$ cat src/hdl/mviw_pkg.sv
package mviw_pkg;

    // Source and vector counts of the controller.
    localparam int NUM_SRC = 40;
    localparam int NUM_VEC = 10;

    // Priority level codes, ordered so that a larger code wins.
    localparam logic [1:0] LVL_NONE = 2'h0;
    localparam logic [1:0] LVL_LOW  = 2'h1;
    localparam logic [1:0] LVL_HIGH = 2'h2;
    localparam logic [1:0] LVL_TOP  = 2'h3;

    // Vector addresses: address of the first vector; vecAddr adds the spacing.
    localparam logic [19:0] VEC_BASE = 20'h00003;

    // Vectors below this index may be raised to the top level, the rest only to high.
    localparam int TOP_CAPABLE_VECS = 2;

    // First source index of each vector; sources are numbered vector by vector.
    localparam int VEC_FIRST_SRC [NUM_VEC] = '{0, 1, 2, 7, 10, 15, 20, 22, 26, 33};

    // Named sources that steer the shared vectors and the standby release.
    localparam int SRC_EXT_ZERO       = 0;
    localparam int SRC_EXT_ONE        = 1;
    localparam int SRC_EXT_TWO        = 2;
    localparam int SRC_T0_LOW_BYTE    = 3;
    localparam int SRC_EXT_FOUR       = 4;
    localparam int SRC_USB_BUS_ACTIVE = 5;
    localparam int SRC_IR_RECEIVE     = 6;
    localparam int SRC_EXT_FIVE       = 8;
    localparam int SRC_BASE_TIMER     = 9;
    localparam int SRC_T0_HIGH_BYTE   = 10;
    localparam int SRC_EXT_SIX        = 11;
    localparam int SRC_USB_ATTACH     = 12;
    localparam int SRC_USB_DETACH     = 13;
    localparam int SRC_USB_RESUME     = 14;
    localparam int SRC_SERIAL_ONE     = 22;
    localparam int SRC_SERIAL_FOUR    = 23;
    localparam int SRC_ASYNC_TX       = 24;
    localparam int SRC_AUDIO_END      = 25;
    localparam int SRC_PORT_ZERO      = 33;

    // Standby states of the core.
    typedef enum logic [1:0] {
        ST_RUN  = 2'b00,
        ST_IDLE = 2'b01,
        ST_DEEP = 2'b10,
        ST_XTAL = 2'b11
    } mviw_standby_t;

    // Vector that a source feeds.
    function automatic logic [3:0] srcVec(input int src);
        logic [3:0] v;
        v = 4'h0;
        for (int k = 1; k < NUM_VEC; k++) begin
            if (src >= VEC_FIRST_SRC[k]) begin
                v = 4'(k);
            end
        end
        return v;
    endfunction

    // Level of a vector from its raise bit.
    function automatic logic [1:0] vecLevel(input logic [3:0] idx, input logic raised);
        logic [1:0] l;
        l = LVL_LOW;
        if (raised) begin
            l = (int'(idx) < TOP_CAPABLE_VECS) ? LVL_TOP : LVL_HIGH;
        end
        return l;
    endfunction

    // Entry address of a vector; vectors sit eight bytes apart.
    function automatic logic [19:0] vecAddr(input logic [3:0] idx);
        return VEC_BASE + {13'h0000, idx, 3'h0};
    endfunction

endpackage

$ cat src/hdl/mviw_arb_if.sv
`timescale 1ns/1ps
interface mviw_arb_if;
    logic [9:0] vecPend;
    logic [9:0] vecRaised;
    logic       grantValid;
    logic [3:0] grantIdx;
    logic [1:0] grantLvl;

    modport arb (input vecPend, input vecRaised, output grantValid, output grantIdx,
                 output grantLvl);
    modport ctl (output vecPend, output vecRaised, input grantValid, input grantIdx,
                 input grantLvl);
endinterface

$ cat src/hdl/mviw_arbiter.sv
`timescale 1ns/1ps
module mviw_arbiter
    import mviw_pkg::*;
(
    mviw_arb_if.arb bus
);

    // Scan from the largest vector down so that an equal level taken later is the smaller
    // vector; a strictly higher level always replaces the current pick.
    always_comb begin
        logic [1:0] lvl;
        lvl = LVL_NONE;
        bus.grantValid = 1'b0;
        bus.grantIdx   = 4'h0;
        bus.grantLvl   = LVL_NONE;
        for (int i = NUM_VEC - 1; i >= 0; i--) begin
            lvl = vecLevel(4'(i), bus.vecRaised[i]);
            if (bus.vecPend[i] && (lvl >= bus.grantLvl)) begin
                bus.grantValid = 1'b1;
                bus.grantIdx   = 4'(i);
                bus.grantLvl   = lvl;
            end
        end
    end

endmodule

$ cat src/hdl/mviw_top.sv
// Behaviour
// - Three nested levels, top above high above low.
// - A request at or below the level in service is withheld.
// - Among different pending vectors the highest level is granted first.
// - Equal levels: the smallest vector address is granted first.
// - Forty sources are gathered onto ten vector addresses.
// - Vector 00013H: pins two and four, timer-0 low, bus activity, infrared.
// - Vector 00023H: timer-0 high, pin six, attach, detach, resume.
// - Vector 0003BH: serial one, serial four, async transmit, audio end.
// - Idle standby stops the core; reset or any interrupt ends it.
// - Deep stop ends on reset pin, pins 0/1/2/4/5, port 0, bus activity.
// - Crystal deep stop also ends on base timer or infrared requests.
// - Deep stop halts PLL reference, all oscillators and all peripherals.
// - Crystal deep stop keeps crystal state and base timer running.
`timescale 1ns/1ps
module mviw_top
    import mviw_pkg::*;
(
    input  wire logic        clk,
    input  wire logic        rst,
    input  wire logic [39:0] srcReq,
    input  wire logic [39:0] swClear,
    input  wire logic [9:0]  vecRaised,
    input  wire logic        cpuAck,
    input  wire logic        cpuReturn,
    input  wire logic        idleReq,
    input  wire logic        deepReq,
    input  wire logic        xtalDeepReq,
    input  wire logic        rstPin_n,
    input  wire logic [4:0]  wakePin,
    input  wire logic        xtalEnable,
    output logic             irqValid,
    output logic [19:0]      irqVecAddr,
    output logic [1:0]       irqLevel,
    output logic [1:0]       curLevel,
    output logic [39:0]      srcPending,
    output logic             cpuHalted,
    output logic             periphRun,
    output logic             baseTimerRun,
    output logic             pllRun,
    output logic             ceramicRun,
    output logic             rcRun,
    output logic             xtalRun
);

    mviw_arb_if    arbBus ();
    mviw_standby_t state;
    logic [3:0]    irqIdx;
    logic [2:0]    inSvc;
    logic [2:0]    next_inSvc;
    logic          xtalHeld;
    logic          rstPinMeta;
    logic          rstPinSync;
    logic [4:0]    wakePinMeta;
    logic [4:0]    wakePinSync;
    logic          ackTake;
    logic [39:0]   ackMask;
    logic [39:0]   live;
    logic          deepWake;
    logic          xtalWake;
    logic          betterExists;

    mviw_arbiter u_arbiter (
        .bus (arbBus)
    );

    // Pins come from outside the clock domain, so each crosses two flip-flops first.
    always_ff @(posedge clk) begin
        if (rst) begin
            rstPinMeta  <= 1'b1;
            rstPinSync  <= 1'b1;
            wakePinMeta <= 5'h00;
            wakePinSync <= 5'h00;
        end else begin
            rstPinMeta  <= rstPin_n;
            rstPinSync  <= rstPinMeta;
            wakePinMeta <= wakePin;
            wakePinSync <= wakePinMeta;
        end
    end

    // Fold the pending sources onto their vectors and build the clear mask of a taken vector.
    always_comb begin
        arbBus.vecPend   = 10'h000;
        arbBus.vecRaised = vecRaised;
        ackMask          = 40'h00_0000_0000;
        for (int i = 0; i < NUM_SRC; i++) begin
            arbBus.vecPend[srcVec(i)] = arbBus.vecPend[srcVec(i)] | srcPending[i];
            ackMask[i] = ackTake && (srcVec(i) == irqIdx);
        end
    end

    assign ackTake = cpuAck && irqValid;

    // Pending latches; a new request in the clearing cycle wins so it is never lost.
    always_ff @(posedge clk) begin
        if (rst) begin
            srcPending <= 40'h00_0000_0000;
        end else begin
            srcPending <= (srcPending & ~(swClear | ackMask)) | srcReq;
        end
    end

    // Next in-service set: a return pops the highest level first, then a take pushes its
    // own, so a return and a take in one cycle swap the level in service.
    always_comb begin
        next_inSvc = inSvc;
        if (cpuReturn) begin
            if (inSvc[2]) begin
                next_inSvc[2] = 1'b0;
            end else if (inSvc[1]) begin
                next_inSvc[1] = 1'b0;
            end else begin
                next_inSvc[0] = 1'b0;
            end
        end
        if (ackTake) begin
            next_inSvc[0] = next_inSvc[0] || (irqLevel == LVL_LOW);
            next_inSvc[1] = next_inSvc[1] || (irqLevel == LVL_HIGH);
            next_inSvc[2] = next_inSvc[2] || (irqLevel == LVL_TOP);
        end
    end

    // In-service stack: one bit per level, so nesting depth is bounded by the level count.
    always_ff @(posedge clk) begin
        if (rst) begin
            inSvc <= 3'h0;
        end else begin
            inSvc <= next_inSvc;
        end
    end

    assign curLevel = inSvc[2] ? LVL_TOP : inSvc[1] ? LVL_HIGH : inSvc[0] ? LVL_LOW : LVL_NONE;

    // Offer the winning vector only above the level in service; the cycle of a take
    // drops the offer so a stale grant is never shown while the latches update.
    always_ff @(posedge clk) begin
        if (rst) begin
            irqValid   <= 1'b0;
            irqIdx     <= 4'h0;
            irqLevel   <= LVL_NONE;
            irqVecAddr <= VEC_BASE;
        end else begin
            irqValid   <= !ackTake && arbBus.grantValid
                          && (arbBus.grantLvl > curLevel);
            irqIdx     <= arbBus.grantIdx;
            irqLevel   <= arbBus.grantLvl;
            irqVecAddr <= vecAddr(arbBus.grantIdx);
        end
    end

    // Release terms; a request counts in the cycle it arrives as well as while pending.
    assign live     = srcPending | srcReq;
    assign deepWake = !rstPinSync || (|wakePinSync) || live[SRC_PORT_ZERO]
                      || live[SRC_USB_BUS_ACTIVE];
    assign xtalWake = deepWake || live[SRC_BASE_TIMER] || live[SRC_IR_RECEIVE];

    // Standby sequencer; a deep request outranks the lighter ones if issued together.
    always_ff @(posedge clk) begin
        if (rst) begin
            state <= ST_RUN;
        end else begin
            unique case (state)
                ST_RUN: begin
                    if (deepReq) begin
                        state <= ST_DEEP;
                    end else if (xtalDeepReq) begin
                        state <= ST_XTAL;
                    end else if (idleReq) begin
                        state <= ST_IDLE;
                    end
                end
                ST_IDLE: begin
                    if (!rstPinSync || (|live)) begin
                        state <= ST_RUN;
                    end
                end
                ST_DEEP: begin
                    if (deepWake) begin
                        state <= ST_RUN;
                    end
                end
                ST_XTAL: begin
                    if (xtalWake) begin
                        state <= ST_RUN;
                    end
                end
            endcase
        end
    end

    // The crystal state is frozen on entry so the crystal deep stop cannot change it.
    always_ff @(posedge clk) begin
        if (rst) begin
            xtalHeld <= 1'b0;
        end else if (state == ST_RUN) begin
            xtalHeld <= xtalEnable;
        end
    end

    // Clock and peripheral run enables decoded from the standby state register and the held crystal state.
    assign cpuHalted    = (state != ST_RUN);
    assign periphRun    = (state == ST_RUN) || (state == ST_IDLE);
    assign baseTimerRun = (state != ST_DEEP);
    assign pllRun       = periphRun;
    assign ceramicRun   = periphRun;
    assign rcRun        = periphRun;
    assign xtalRun      = (state == ST_DEEP) ? 1'b0 : xtalHeld;

    // Helper for checking: any pending vector that should have beaten the arbiter's pick.
    always_comb begin
        logic [1:0] lvl;
        lvl = LVL_NONE;
        betterExists = 1'b0;
        for (int i = 0; i < NUM_VEC; i++) begin
            lvl = vecLevel(4'(i), vecRaised[i]);
            if (arbBus.vecPend[i] && ((lvl > arbBus.grantLvl)
                || ((lvl == arbBus.grantLvl) && (4'(i) < arbBus.grantIdx)))) begin
                betterExists = 1'b1;
            end
        end
    end
endmodule

$ cat config.mk
export PLATFORM = sky130hd
export DESIGN_NAME = mviw_top
export DESIGN_NICKNAME = d
export VERILOG_FILES = /design/src/hdl/mviw_pkg.sv /design/src/hdl/mviw_arb_if.sv /design/src/hdl/mviw_arbiter.sv /design/src/hdl/mviw_top.sv
export SDC_FILE = /design/constraint.sdc
export NUM_CORES = 1
export LEC_CHECK = 0
export BUFFER_PORTS_ARGS = -buffer_cell sky130_fd_sc_hd__buf_2
export CAP_MARGIN = 40
export CORE_MARGIN = 4
export CORE_UTILIZATION = 50
export CTS_CLUSTER_DIAMETER = 30
export DETAILED_ROUTE_END_ITERATION = 10
export PLACE_DENSITY = 0.93
export SETUP_SLACK_MARGIN = 0.2
export SLEW_MARGIN = 40
export SYNTH_ARGS = -nofsm -noshare
export SYNTH_HDL_FRONTEND = slang
export SYNTH_SLANG_ARGS = --single-unit
$ cat constraint.sdc
create_clock -name clk -period 15.7 [get_ports clk]
set_input_delay 0.785 -clock clk [delete_from_list [all_inputs] [get_ports clk]]
set_output_delay 0.785 -clock clk [all_outputs]
set_load 0.01 [all_outputs]
==> results.yml <==
outcome:
  status: "finished, final reports clean"
power:
  p_int_mw: 0.3193
  combPwrFrac_pct: 25.0
  p_clk_share_pct: 34.2
  p_seq_share_pct: 40.8
  sw_frac_of_total_pct: 30.87
  vdd_drop_max_v: 0.00006730
  p_leak_nw: 2.258
  p_per_area_mw_per_mm2: 100.6
  switchingPower_mw: 0.1426
final_layout:
  nNetsFinal: 718
  final_layout_size_suffix_gt1_share_pct: 33.28
  area_growth_pct: 28.48
  insertedDiodeCount: 0
  fin_area_sq_mm: 0.004589
setup_path:
  cp.required_ps: 15960
  cp_max_fo: 7
  critPathLaunchType: "flip-flop"
  critPathMaxStageDelay_ps: 580
  worst-setup-path-type: "flip-flop to flip-flop"
  path_common_cell: "ha_1"
  ff2ff_path_depth: 48
  r2r_setup_slack_ps: 5390
  crit_path_end_kind: "flip-flop"
  r2r-end: "irqValid"
  path_buf_inv: 1
  worst_path_max_delay_cell: "or4_4"
  rr_startpoint: "srcPending[34]"
  cp.arrival_ps: 10570
  worst_path_dominant_cell_family: "compound AO/OA/AOI/OAI gates"
global_route:
  grt_first_pass_wirelength_mm: 18.00
  grt_max_degree: 66
  grt_pass1_vias: 3772
  overflow: 0
  antenna_found_initial: 0
  grt_usage_pct: 26.73
synthesis:
  synth_edf_count: 0
  ys_seq_area_share_pct: 36.43
  synth_area_leaders: "dfxtp_1, a31oi_1, nor2_1"
  synthFlopType: "dfxtp_1"
  synth.distinct_cells: 62
  ys_seq_elements: 65
  synth_common_cells: "dfxtp_1, nor2_1, inv_1"
  ys_warn_count: 0
  synth_top_area_share_pct: 36.43
  synth_most_common_cell: "dfxtp_1"
  syn-instance-count: 445
  yosysTopAreaCell: "dfxtp_1"
  async_flop_share_pct: 0
  syn_area_per_cell_sq_um: 8.027
  synth_area_sq_mm: 0.003572
floorplan:
  die_area_sq_mm: 0.008561
  ios: 176
  die_w_um: 92.53
  die_y_um: 92.53
  initial_core_util_pct: 52.00
  core_sq_mm: 0.006869
  rows: 30
timing:
  fin_ws_ps: 5392
  layout_min_cycle_time_ps: 10310
  hold_slack_ps: 439.9
  clock_skew_ps: 10.88
  relSlewSlack_pct: 57.19
  fin_setup_tns_ps: 0
  slew_viol_final: 0
  rsz0062_at_grt: "false"
  fmax_mhz: 97.01
  tightest_slew_ps: 637.3
  hold_viol_final: 0
  setup_viol: 0
  fin_crit_sh_pct: 65.66
clocking:
  root_buffer: "clkbuf_8"
  clk_pin_slew_ps: 70
  cts_made_buffers: 9
  cts_hold_buf: 0
  postCtsSetupRepairBufs: 0
  htree_levels: 3
  insertion_delay_ps: 350
  cts_buffer_depth: 2
  cts_sinks: 65
  cts.repair.resized: 0
  cts_tree: "built"
routing:
  remaining_drc_errors: 0
  vias: 3926
  via_per_inst: 5.585
  antenna_left: 0
  detail_route.wl_per_cell_um: 16.58
  drtIter0Drc: 242
  wl_mm: 11.65
  firstDrtPassIters: 5
place:
  io_buffers: 159
  place_area_sq_mm: 0.004369
  gp_congestion: 0.9959
  hpwl_mm: 9.376
  place_ws_ps: 5423
hold_path:
  hold_end: "wakePinSync[4]"
  whs_path_depth: 1
  hp-start: "wakePinMeta[4]"
  hp-class: "flip-flop to flip-flop"
flow_run:
  cap_viol_max_count: 0
## stage by stage
step                      instances  utilization (%)  power, mW
after floorplan                 459                -     0.2645
after global placement          687            63.57     0.3000
after detailed placement        687            63.61     0.3049
after CTS                       703            66.81     0.4605
after global routing            703            66.81     0.4833
final                           703            66.81     0.4619
## power by group through the flow
stage	clock network (mW)	logic (mW)	registers [mW]
3_3_place_gp	0	0.109	0.191
3_5_place_dp	0	0.113	0.192
2_1_floorplan	0	0.0714	0.193
4_1_cts	0.158	0.114	0.188
6_report	0.158	0.116	0.188
5_1_grt	0.166	0.127	0.190
## kinds of logic (layout without fill, tap and decap cells)
family                   Yosys count  count (layout)  synth area share, %
AO/OA/AOI/OAI                    103             103                21.54
adder cells (fa/ha/maj)           13              13                4.518
buffers and inverters             77             225                10.12
flip-flops                        65              65                36.43
other                              2              16               0.2102
AND/OR/NAND/NOR                  185             185                27.18
## per-layer routing
layer	vias up	track usage [%]	part of all wire, %
met4	0	9.158	2.3
li1	1858	-	-
met3	27	6.580	8.6
met5	-	0	0
met2	219	48.34	51
met1	1822	30.45	38
## state kept, by name, indices dropped and copies added, names as in the netlist
signal and flops:
srcPending 40, wakePinMeta 5, wakePinSync 5, irqIdx 4, inSvc 3, irqLevel 2, state 2, irqValid 1
rstPinMeta 1, rstPinSync 1, xtalHeld 1
## area by class of cell
| class | count | area, sq um |
|---|---|---|
| timing repair buffer | 159 | 798.3 |
| sequential | 65 | 1301 |
| tap | 96 | 120.1 |
| inverter | 50 | 187.7 |
| multi-input combinational | 317 | 1962 |
| clock buffer | 11 | 141.4 |
| fill | 560 | 2280 |
| clock inverter | 5 | 78.83 |
## cell usage in the layout (no fill, tap or decap), types with 2 or more instances in the layout
cell       instances
clkbuf_8          10
inv_1             50
o2bb2ai_1          2
a31oi_1           41
o22ai_1            3
nand2b_1           7
bufinv_16          2
dfxtp_1           65
or3_1              4
and3_1             2
nor3b_1            4
nand3_1            7
nor2b_1           15
clkinv_2           2
a21o_1             4
o2111ai_1          2
a211oi_1           2
ha_1              12
buf_2            158
conb_1            16
nor2_1            62
or2_2              5
o31ai_1            2
a21oi_2            2
and2_1             6
nor3_1            12
or4_1              2
a21oi_1           17
nand2_1           25
nor4_1            20
nand4_1            6
o21ai_0            7
## how the worst max path moves through the flow
stage | start | to | slack [ps] | depth (start not counted)
after floorplan | srcPending[34] | irqValid | 6510 | 47
after global placement | vecRaised[9] | irqValid | 5980 | 48
after detailed placement | vecRaised[9] | irqValid | 5420 | 49
after CTS | srcPending[34] | irqValid | 5530 | 48
after global routing | srcPending[34] | irqValid | 4590 | 48
final | srcPending[34] | irqValid | 5390 | 48
No activity file was read; power rests on OpenSTA's default activity.
